===== config.mk =====
export PLATFORM = sky130hd
export DESIGN_NAME = pmra_regs
export DESIGN_NICKNAME = d
export VERILOG_FILES = /design/src/rtl/pmra_pkg.sv /design/src/rtl/pmra_regs.sv
export SDC_FILE = /design/constraint.sdc
export NUM_CORES = 2
export LEC_CHECK = 0
export ABC_CLOCK_PERIOD_IN_PS = 13700
export BUFFER_PORTS_ARGS = -buffer_cell sky130_fd_sc_hd__buf_2
export CAP_MARGIN = 20
export CORE_ASPECT_RATIO = 1.75
export CORE_UTILIZATION = 55
export CTS_CLUSTER_SIZE = 28
export DETAILED_ROUTE_END_ITERATION = 10
export PLACE_DENSITY_LB_ADDON = 0.25
export SLEW_MARGIN = 5
export SYNTH_ARGS = -nofsm -noshare
export SYNTH_HDL_FRONTEND = slang
export SYNTH_SLANG_ARGS = --single-unit

===== constraint.sdc =====
create_clock -name ref_clk_in -period 13.7 [get_ports ref_clk_in]
set_input_delay 0.685 -clock ref_clk_in [delete_from_list [all_inputs] [get_ports ref_clk_in]]
set_output_delay 0.685 -clock ref_clk_in [all_outputs]
set_load 0.01 [all_outputs]

===== src/rtl/pmra_pkg.sv =====
// Constants, types and register map of the power monitor result/alert block
package pmra_pkg;

    localparam logic [7:0]  ADDR_BUS     = 8'h02;
    localparam logic [7:0]  ADDR_POWER   = 8'h03;
    localparam logic [7:0]  ADDR_CURRENT = 8'h04;
    localparam logic [7:0]  ADDR_CAL     = 8'h05;
    localparam logic [7:0]  ADDR_MASK    = 8'h06;
    localparam logic [7:0]  ADDR_LIMIT   = 8'h07;

    localparam logic [15:0] RESET_WORD   = 16'h0000;
    localparam logic [14:0] CAL_RESET    = 15'h0000;
    localparam logic [4:0]  LIM_RESET    = 5'h00;

    // Mask register field positions
    localparam int LIM_HI    = 15;
    localparam int LIM_LO    = 11;
    localparam int DONE_ALERT_BIT  = 10;
    localparam int SRC_FLAG_BIT    = 4;
    localparam int DONE_FLAG_BIT   = 3;
    localparam int OVF_BIT         = 2;
    localparam int SENSE_SEL_BIT   = 1;
    localparam int HOLD_SEL_BIT    = 0;

    // Positions inside the five-bit limit enable field
    localparam int SENSE_OVER_IDX  = 4;
    localparam int SENSE_UNDER_IDX = 3;
    localparam int RAIL_OVER_IDX   = 2;
    localparam int RAIL_UNDER_IDX  = 1;
    localparam int WATT_OVER_IDX   = 0;

    typedef struct packed {
        logic [15:0] sense_diff_value;
        logic [15:0] bus_volt_value;
    } pmra_conv_t;

    typedef enum logic [1:0] {
        ST_IDLE,
        ST_CURR,
        ST_POWR,
        ST_DONE
    } pmra_state_t;

endpackage : pmra_pkg


===== src/rtl/pmra_regs.sv =====
// Result, calibration, limit and alert mask registers with alert output
`timescale 1ns/1ps
module pmra_regs (
    input  wire logic               ref_clk_in,    // 125 MHz clock
    input  wire logic               reset_in,      // Sync reset, high
    input  wire logic [7:0]         reg_addr_in,   // Register pointer
    input  wire logic               reg_wr_in,     // Write strobe
    input  wire logic [15:0]        reg_wdata_in,  // Write data
    input  wire logic               reg_rd_in,     // Read strobe
    output logic      [15:0]        reg_rdata_out, // Read data
    input  wire logic               cfg_wr_in,     // Config reg written
    input  wire pmra_pkg::pmra_conv_t conv_in,     // Averaged results
    input  wire logic               conv_valid_in, // Results valid
    output logic                    conv_ready_out,// Math pipe idle
    output logic                    alert_out,     // Alert pin level
    output logic                    alert_oe_out   // Alert pin enable
);

////////////////////////////////////////////////////////////////////////////////

    pmra_pkg::pmra_state_t state_reg;
    pmra_pkg::pmra_state_t state_next;

    logic [15:0] shunt_reg;
    logic [15:0] bus_reg;
    logic [15:0] curr_reg;
    logic [15:0] pow_reg;
    logic [14:0] cal_reg;
    logic [15:0] limit_reg;
    logic [4:0]  lim_en_reg;
    logic        done_to_alert_enable_reg;
    logic        alert_source_flag_reg;
    logic        alert_source_flag_next;
    logic        conversion_done_flag_reg;
    logic        conversion_done_flag_next;
    logic        ovf_reg;
    logic        alert_sense_select_reg;
    logic        alert_hold_select_reg;
    logic [15:0] rdata_reg;
    logic        alert_reg;
    logic        alert_oe_reg;

    // Keeps only the top enable so one comparison ever drives the alert
    function automatic logic [4:0] prio_pick(input logic [4:0] req);
        logic [4:0] res;
        res = 5'h00;
        for (int i = 0; i < 5; i++) begin
            if (req[i]) begin
                res = 5'h00;
                res[i] = 1'b1;
            end
        end
        return res;
    endfunction : prio_pick

////////////////////////////////////////////////////////////////////////////////
// Decode

    wire wr_cal   = reg_wr_in && (reg_addr_in == pmra_pkg::ADDR_CAL);
    wire wr_mask  = reg_wr_in && (reg_addr_in == pmra_pkg::ADDR_MASK);
    wire wr_limit = reg_wr_in && (reg_addr_in == pmra_pkg::ADDR_LIMIT);
    wire rd_mask  = reg_rd_in && (reg_addr_in == pmra_pkg::ADDR_MASK);

    wire [4:0] lim_req = reg_wdata_in[pmra_pkg::LIM_HI:pmra_pkg::LIM_LO];
    wire [4:0] lim_won = prio_pick(lim_req);
    wire wr_done_alert = reg_wdata_in[pmra_pkg::DONE_ALERT_BIT];
    wire wr_sense_sel  = reg_wdata_in[pmra_pkg::SENSE_SEL_BIT];
    wire wr_hold_sel   = reg_wdata_in[pmra_pkg::HOLD_SEL_BIT];

    // Bits 9..5 are reserved and read as zero
    wire [15:0] mask_word = {lim_en_reg, done_to_alert_enable_reg, 5'h00,
                             alert_source_flag_reg, conversion_done_flag_reg,
                             ovf_reg, alert_sense_select_reg,
                             alert_hold_select_reg};

    wire [15:0] rd_mux =
        (reg_addr_in == pmra_pkg::ADDR_BUS)     ? bus_reg :
        (reg_addr_in == pmra_pkg::ADDR_POWER)   ? pow_reg :
        (reg_addr_in == pmra_pkg::ADDR_CURRENT) ? curr_reg :
        (reg_addr_in == pmra_pkg::ADDR_CAL)     ? {1'b0, cal_reg} :
        (reg_addr_in == pmra_pkg::ADDR_MASK)    ? mask_word :
        (reg_addr_in == pmra_pkg::ADDR_LIMIT)   ? limit_reg :
                                                  pmra_pkg::RESET_WORD;

////////////////////////////////////////////////////////////////////////////////
// Arithmetic

    // Signed shunt times unsigned calibration; no scaling shift applied
    wire signed [31:0] cur_prod =
        $signed(shunt_reg) * $signed({1'b0, cal_reg});
    wire        cur_ovf  = (cur_prod[31:15] != {17{cur_prod[15]}});
    wire [15:0] cur_mag  = curr_reg[15] ? 16'(-curr_reg) : curr_reg;
    wire [31:0] pow_prod = cur_mag * bus_reg;
    wire        pow_ovf  = (pow_prod[31:16] != 16'h0000);

////////////////////////////////////////////////////////////////////////////////
// Limit comparison

    wire shunt_over = $signed(shunt_reg) > $signed(limit_reg);
    wire shunt_undr = $signed(shunt_reg) < $signed(limit_reg);
    wire bus_over   = bus_reg > limit_reg;
    wire bus_undr   = bus_reg < limit_reg;
    wire pow_over   = pow_reg > limit_reg;

    wire fault_hit =
        (lim_en_reg[pmra_pkg::SENSE_OVER_IDX] && shunt_over) ||
        (lim_en_reg[pmra_pkg::SENSE_UNDER_IDX] && shunt_undr) ||
        (lim_en_reg[pmra_pkg::RAIL_OVER_IDX] && bus_over) ||
        (lim_en_reg[pmra_pkg::RAIL_UNDER_IDX] && bus_undr) ||
        (lim_en_reg[pmra_pkg::WATT_OVER_IDX] && pow_over);

    wire done_now   = (state_reg == pmra_pkg::ST_DONE);
    wire done_alert =
        done_to_alert_enable_reg && conversion_done_flag_reg;
    wire alert_act  = alert_source_flag_reg || done_alert;

////////////////////////////////////////////////////////////////////////////////
// Flags: a set in the same cycle as a clear wins

    always_comb begin
        conversion_done_flag_next = conversion_done_flag_reg;
        if (done_now) begin
            conversion_done_flag_next = 1'b1;
        end else if (rd_mask || cfg_wr_in) begin
            conversion_done_flag_next = 1'b0;
        end
        // A read in the finishing cycle still clears faults already seen
        alert_source_flag_next = alert_source_flag_reg;
        if (done_now && alert_hold_select_reg) begin
            alert_source_flag_next = fault_hit ||
                (alert_source_flag_reg && !rd_mask);
        end else if (done_now) begin
            alert_source_flag_next = fault_hit;
        end else if (rd_mask && alert_hold_select_reg) begin
            alert_source_flag_next = 1'b0;
        end
    end

    always_comb begin
        case (state_reg)
            pmra_pkg::ST_IDLE:
                state_next = conv_valid_in ? pmra_pkg::ST_CURR
                                           : pmra_pkg::ST_IDLE;
            pmra_pkg::ST_CURR: state_next = pmra_pkg::ST_POWR;
            pmra_pkg::ST_POWR: state_next = pmra_pkg::ST_DONE;
            pmra_pkg::ST_DONE: state_next = pmra_pkg::ST_IDLE;
            default:           state_next = pmra_pkg::ST_IDLE;
        endcase
    end

////////////////////////////////////////////////////////////////////////////////
// Math pipeline

    always_ff @(posedge ref_clk_in) begin
        if (reset_in) begin
            state_reg <= pmra_pkg::ST_IDLE;
        end else begin
            state_reg <= state_next;
        end
    end

    // Results are overwritten only by a new averaged set from the front end
    always_ff @(posedge ref_clk_in) begin
        if (reset_in) begin
            shunt_reg <= pmra_pkg::RESET_WORD;
            bus_reg   <= pmra_pkg::RESET_WORD;
        end else if (state_reg == pmra_pkg::ST_IDLE && conv_valid_in) begin
            shunt_reg <= conv_in.sense_diff_value;
            bus_reg   <= {1'b0, conv_in.bus_volt_value[14:0]};
        end
    end

    always_ff @(posedge ref_clk_in) begin
        if (reset_in) begin
            curr_reg <= pmra_pkg::RESET_WORD;
            pow_reg  <= pmra_pkg::RESET_WORD;
            ovf_reg  <= 1'b0;
        end else if (state_reg == pmra_pkg::ST_CURR) begin
            curr_reg <= cur_prod[15:0];
            ovf_reg  <= cur_ovf;
        end else if (state_reg == pmra_pkg::ST_POWR) begin
            pow_reg  <= pow_prod[15:0];
            ovf_reg  <= ovf_reg || pow_ovf;
        end
    end

////////////////////////////////////////////////////////////////////////////////
// Software registers

    always_ff @(posedge ref_clk_in) begin
        if (reset_in) begin
            cal_reg   <= pmra_pkg::CAL_RESET;
            limit_reg <= pmra_pkg::RESET_WORD;
        end else begin
            if (wr_cal) begin
                cal_reg <= reg_wdata_in[14:0];
            end
            if (wr_limit) begin
                limit_reg <= reg_wdata_in;
            end
        end
    end

    always_ff @(posedge ref_clk_in) begin
        if (reset_in) begin
            lim_en_reg               <= pmra_pkg::LIM_RESET;
            done_to_alert_enable_reg <= 1'b0;
            alert_sense_select_reg   <= 1'b0;
            alert_hold_select_reg    <= 1'b0;
        end else if (wr_mask) begin
            lim_en_reg               <= lim_won;
            done_to_alert_enable_reg <= wr_done_alert;
            alert_sense_select_reg   <= wr_sense_sel;
            alert_hold_select_reg    <= wr_hold_sel;
        end
    end

    always_ff @(posedge ref_clk_in) begin
        if (reset_in) begin
            conversion_done_flag_reg <= 1'b0;
            alert_source_flag_reg    <= 1'b0;
            rdata_reg                <= pmra_pkg::RESET_WORD;
        end else begin
            conversion_done_flag_reg <= conversion_done_flag_next;
            alert_source_flag_reg    <= alert_source_flag_next;
            if (reg_rd_in) begin
                rdata_reg <= rd_mux;
            end
        end
    end

    // Open drain sinks only while active; inverted sense drives both levels
    always_ff @(posedge ref_clk_in) begin
        if (reset_in) begin
            alert_reg    <= 1'b0;
            alert_oe_reg <= 1'b0;
        end else begin
            alert_reg    <= alert_sense_select_reg && alert_act;
            alert_oe_reg <= alert_sense_select_reg || alert_act;
        end
    end

    assign reg_rdata_out  = rdata_reg;
    assign alert_out      = alert_reg;
    assign alert_oe_out   = alert_oe_reg;
    assign conv_ready_out = (state_reg == pmra_pkg::ST_IDLE);

////////////////////////////////////////////////////////////////////////////////
// Checks

    bus_top_zero_a: assert property (
        @(posedge ref_clk_in) disable iff (reset_in)
        reg_rd_in && reg_addr_in == pmra_pkg::ADDR_BUS
            |=> !reg_rdata_out[15])
        else $error("bus voltage read shows bit 15 set");

    avg_capture_a: assert property (
        @(posedge ref_clk_in) disable iff (reset_in)
        state_reg == pmra_pkg::ST_IDLE && conv_valid_in
            |=> shunt_reg == $past(conv_in.sense_diff_value)
                ##3 conv_ready_out)
        else $error("averaged result not captured or pipe stuck");

    power_calc_a: assert property (
        @(posedge ref_clk_in) disable iff (reset_in)
        done_now |-> pow_reg == pow_prod[15:0])
        else $error("power result does not match current times bus");

    current_calc_a: assert property (
        @(posedge ref_clk_in) disable iff (reset_in)
        state_reg == pmra_pkg::ST_CURR && !wr_cal
            |=> curr_reg == cur_prod[15:0])
        else $error("current result does not match shunt times cal");

    cal_top_zero_a: assert property (
        @(posedge ref_clk_in) disable iff (reset_in)
        reg_rd_in && reg_addr_in == pmra_pkg::ADDR_CAL
            |=> !reg_rdata_out[15])
        else $error("calibration read shows bit 15 set");

    sense_over_a: assert property (
        @(posedge ref_clk_in) disable iff (reset_in)
        done_now && lim_en_reg[pmra_pkg::SENSE_OVER_IDX] && shunt_over
            |=> alert_source_flag_reg)
        else $error("shunt over limit did not raise alert flag");

    one_limit_a: assert property (
        @(posedge ref_clk_in) disable iff (reset_in)
        wr_mask && reg_wdata_in[pmra_pkg::LIM_HI]
            |=> lim_en_reg == 5'h10 ##1 $onehot0(lim_en_reg))
        else $error("limit enable priority not applied");

    done_flag_a: assert property (
        @(posedge ref_clk_in) disable iff (reset_in)
        (done_now |=> conversion_done_flag_reg) and
        (rd_mask && !done_now |=> !conversion_done_flag_reg))
        else $error("conversion done flag set or clear wrong");

    latch_hold_a: assert property (
        @(posedge ref_clk_in) disable iff (reset_in)
        alert_hold_select_reg && alert_source_flag_reg && !rd_mask && !wr_mask
            |=> alert_source_flag_reg)
        else $error("latched alert flag dropped without a read");

    alert_sense_a: assert property (
        @(posedge ref_clk_in) disable iff (reset_in)
        done_alert && !alert_sense_select_reg &&
        $stable(alert_sense_select_reg)
            |=> alert_oe_out && !alert_out)
        else $error("done flag did not pull the alert low");

endmodule : pmra_regs


==> results.toml <==
[critical_path]
ff2ff_path_depth = 30
cp-start-kind = "flip-flop"
worstPathArrival_ns = 8.89
worstSetupPathType = "flip-flop to flip-flop"
max_stage_delay_ns = 0.54
worstSetupEndpointType = "flip-flop"
critical_path_peak_fanout = 15
cp_data_required_time_ns = 13.97
cpMaxStageDelayCell = "fa_1"

[clock_network]
postCtsHoldBufs = 0
path_clk_slew_ns = 0.07
clockBufferDepth = 2
numCtsBuffers = 17
cts_tree = "built"
post_cts_resized = 0
ctsRootBufferMaster = "clkbuf_16"
clk_latency_ns = 0.45
cts_setup_buffers = 0
cts_max_level = 4
clkSinkCount = 125

[drt]
vias = 19500
drc = 0
ant_nets = 0
routedWlPerCell_um = 20.6
drtIter0Drc = 1069
first_pass_iters = 5
viasPerCell = 5.83
routed_wl_um = 68900

[placement]
dpl.hpwl_um = 55900
dp.cells = 3319
dp_slack_ns = 5.16
portBuffers = 79
gp_congestion = 0.985

[sta]
final.setup.worst_slack_ns = 5.09
fin_tns_setup_ns = 0
timing.fmax_mhz = 116
period_share = 0.629
worst_slew_pin_slew_ns = 1.09
maxSlewViolCount = 0
rsz0062_at_grt = "false"
finalHoldViolCount = 0
worst_clock_skew_ns = 0.00920
period_needed_ns = 8.61
maxSlewHeadroom = 0.272
setup_viol = 0

[global_route]
antenna_found_initial = 4
overflow = 0
grt_max_degree = 95
grt_pass1_wl_um = 111000
grt_pass1_vias = 21800
groute.usage.overall = 0.323

[yosys]
synth.distinct_cells = 72
synth_edf_count = 0
yosys_warnings = 0
syn_area_um2 = 24200
ys_seq_area_frac = 0.103
async_flop_share = 0
ys_seq_elements = 125
syn_inst = 2780
synth_flop_cell = "dfxtp_1"
synth_area_per_cell_um2 = 8.70
synth_nets = 3497

[die]
fp.dieW_um = 160
die-area_um2 = 44800
core_area_um2 = 43300
ioPinCount = 81
start_util = 0.558
die-height_um = 279
rows = 101

[worst_hold_path]
min_path_type = "input pin to flip-flop"
hold_depth = 3

[pwr]
vdd_drop_max_uv = 85.7
power_density_nw_per_um2 = 40.9
p_leak_nw = 11.7

[layout]
drive_above_1_share = 0.0618
num-nets-final = 3489
area_growth_pct = 6.21
stdcell_count = 3352

[status]
status = "completed"

[flow_run]
maxCapViolCount = 0
kinds of logic after synthesis:
group | after synthesis | synth area share
multiplexers | 67 | 0.0318
adder cells (fa/ha/maj) | 655 | 0.471
AO/OA/AOI/OAI | 346 | 0.0919
XOR/XNOR | 61 | 0.0221
flip-flops | 125 | 0.103
AND/OR/NAND/NOR | 902 | 0.182
buffers and inverters | 624 | 0.0971
layer usage:
metal / track usage / up-vias / part of all wire
met5: 0 / - / 0.00078
met4: 0.224 / 8 / 0.073
met3: 0.0333 / 314 / 0.037
met2: 0.626 / 627 / 0.56
met1: 0.316 / 9862 / 0.33
li1: - / 8719 / -
power breakdown:
group,total [mW],switching (mW),internal [mW],leakage (nW)
Sequential,0.421,0.0459,0.375,1.01
Clock,0.469,0.209,0.260,0.293
Combinational,0.161,0.0986,0.0626,10.4
layout by cell type, fill, tap and decap left out, types with 19 or more instances in the layout:
master / instances
inv_1: 498
a21oi_1: 132
nand3_1: 27
fa_1: 426
ha_1: 229
mux2i_1: 51
dfxtp_1: 125
nand2_1: 384
a211oi_1: 25
nor2_1: 107
buf_2: 78
and2_1: 277
a21o_1: 30
nor3_1: 20
buf_4: 19
o21ai_0: 54
xnor2_1: 35
Yosys cell counts, types with 8 or more instances:
cell | count | share of area
xnor2_1 | 48 | 0.017
dfxtp_1 | 125 | 0.10
xor2_1 | 13 | 0.0047
inv_1 | 498 | 0.077
ha_1 | 229 | 0.12
o21a_1 | 14 | 0.0043
a211oi_1 | 25 | 0.0078
and2_1 | 277 | 0.072
buf_1 | 11 | 0.0017
nor2b_1 | 10 | 0.0026
nor2_1 | 107 | 0.017
nand2_1 | 384 | 0.060
nand3_1 | 27 | 0.0056
nand4_1 | 18 | 0.0047
mux2i_1 | 51 | 0.021
a21oi_1 | 132 | 0.027
clkbuf_1 | 110 | 0.017
a21o_1 | 30 | 0.0093
mux2_2 | 9 | 0.0042
fa_1 | 426 | 0.35
nor3_1 | 20 | 0.0041
o221ai_1 | 8 | 0.0029
o211ai_1 | 9 | 0.0028
nand2b_1 | 14 | 0.0036
o21ai_0 | 54 | 0.011
cell type report:
type                            instances  area [µm²]
Timing Repair Buffer                   99         572
Clock buffer                           17         425
Multi-Input combinational cell       2031       19400
Inverter                              498        1870
Tap cell                              566         708
Fill cell                            3855       17700
Antenna cell                            1        2.50
Sequential cell                       125        2500
Clock inverter                         15         170
critical path: cells and delay by family, from the launching register on:
family / cells / cell delay (ns)
xor+xnor: 1 / 0.40
simple gates: 11 / 2.76
fa+ha+maj: 7 / 3.43
flops: 1 / 0.40
compound gates: 4 / 1.06
buf+inv: 6 / 0.31
mux: 1 / 0.09
through the flow:
| step | hold WS, ns | area (µm²) | power (mW) | util |
|---|---|---|---|---|
| 2_1_floorplan | 0.446 | 24200 | 0.510 | - |
| 3_3_place_gp | 0.458 | 25000 | 0.581 | 0.578 |
| 3_5_place_dp | 0.464 | 25100 | 0.587 | 0.579 |
| 4_1_cts | 0.472 | 25700 | 1.05 | 0.592 |
| 5_1_grt | 0.485 | 25700 | 1.09 | 0.592 |
| 6_report | 0.474 | 25700 | 1.05 | 0.593 |
path summary, 6_finish.rpt:
| kind | startpoint | end | slack, ns |
|---|---|---|---|
| worst max register to register | curr_reg[2] | ovf_reg | 5.09 |
| worst min-delay path | conv_in[0] | bus_reg[0] | 0.47 |
| worst min register to register | limit_reg[10] | limit_reg[10] | 0.48 |
| worst max-delay path | curr_reg[2] | ovf_reg | 5.09 |
Note: power is estimated with default switching activity, not from simulation.
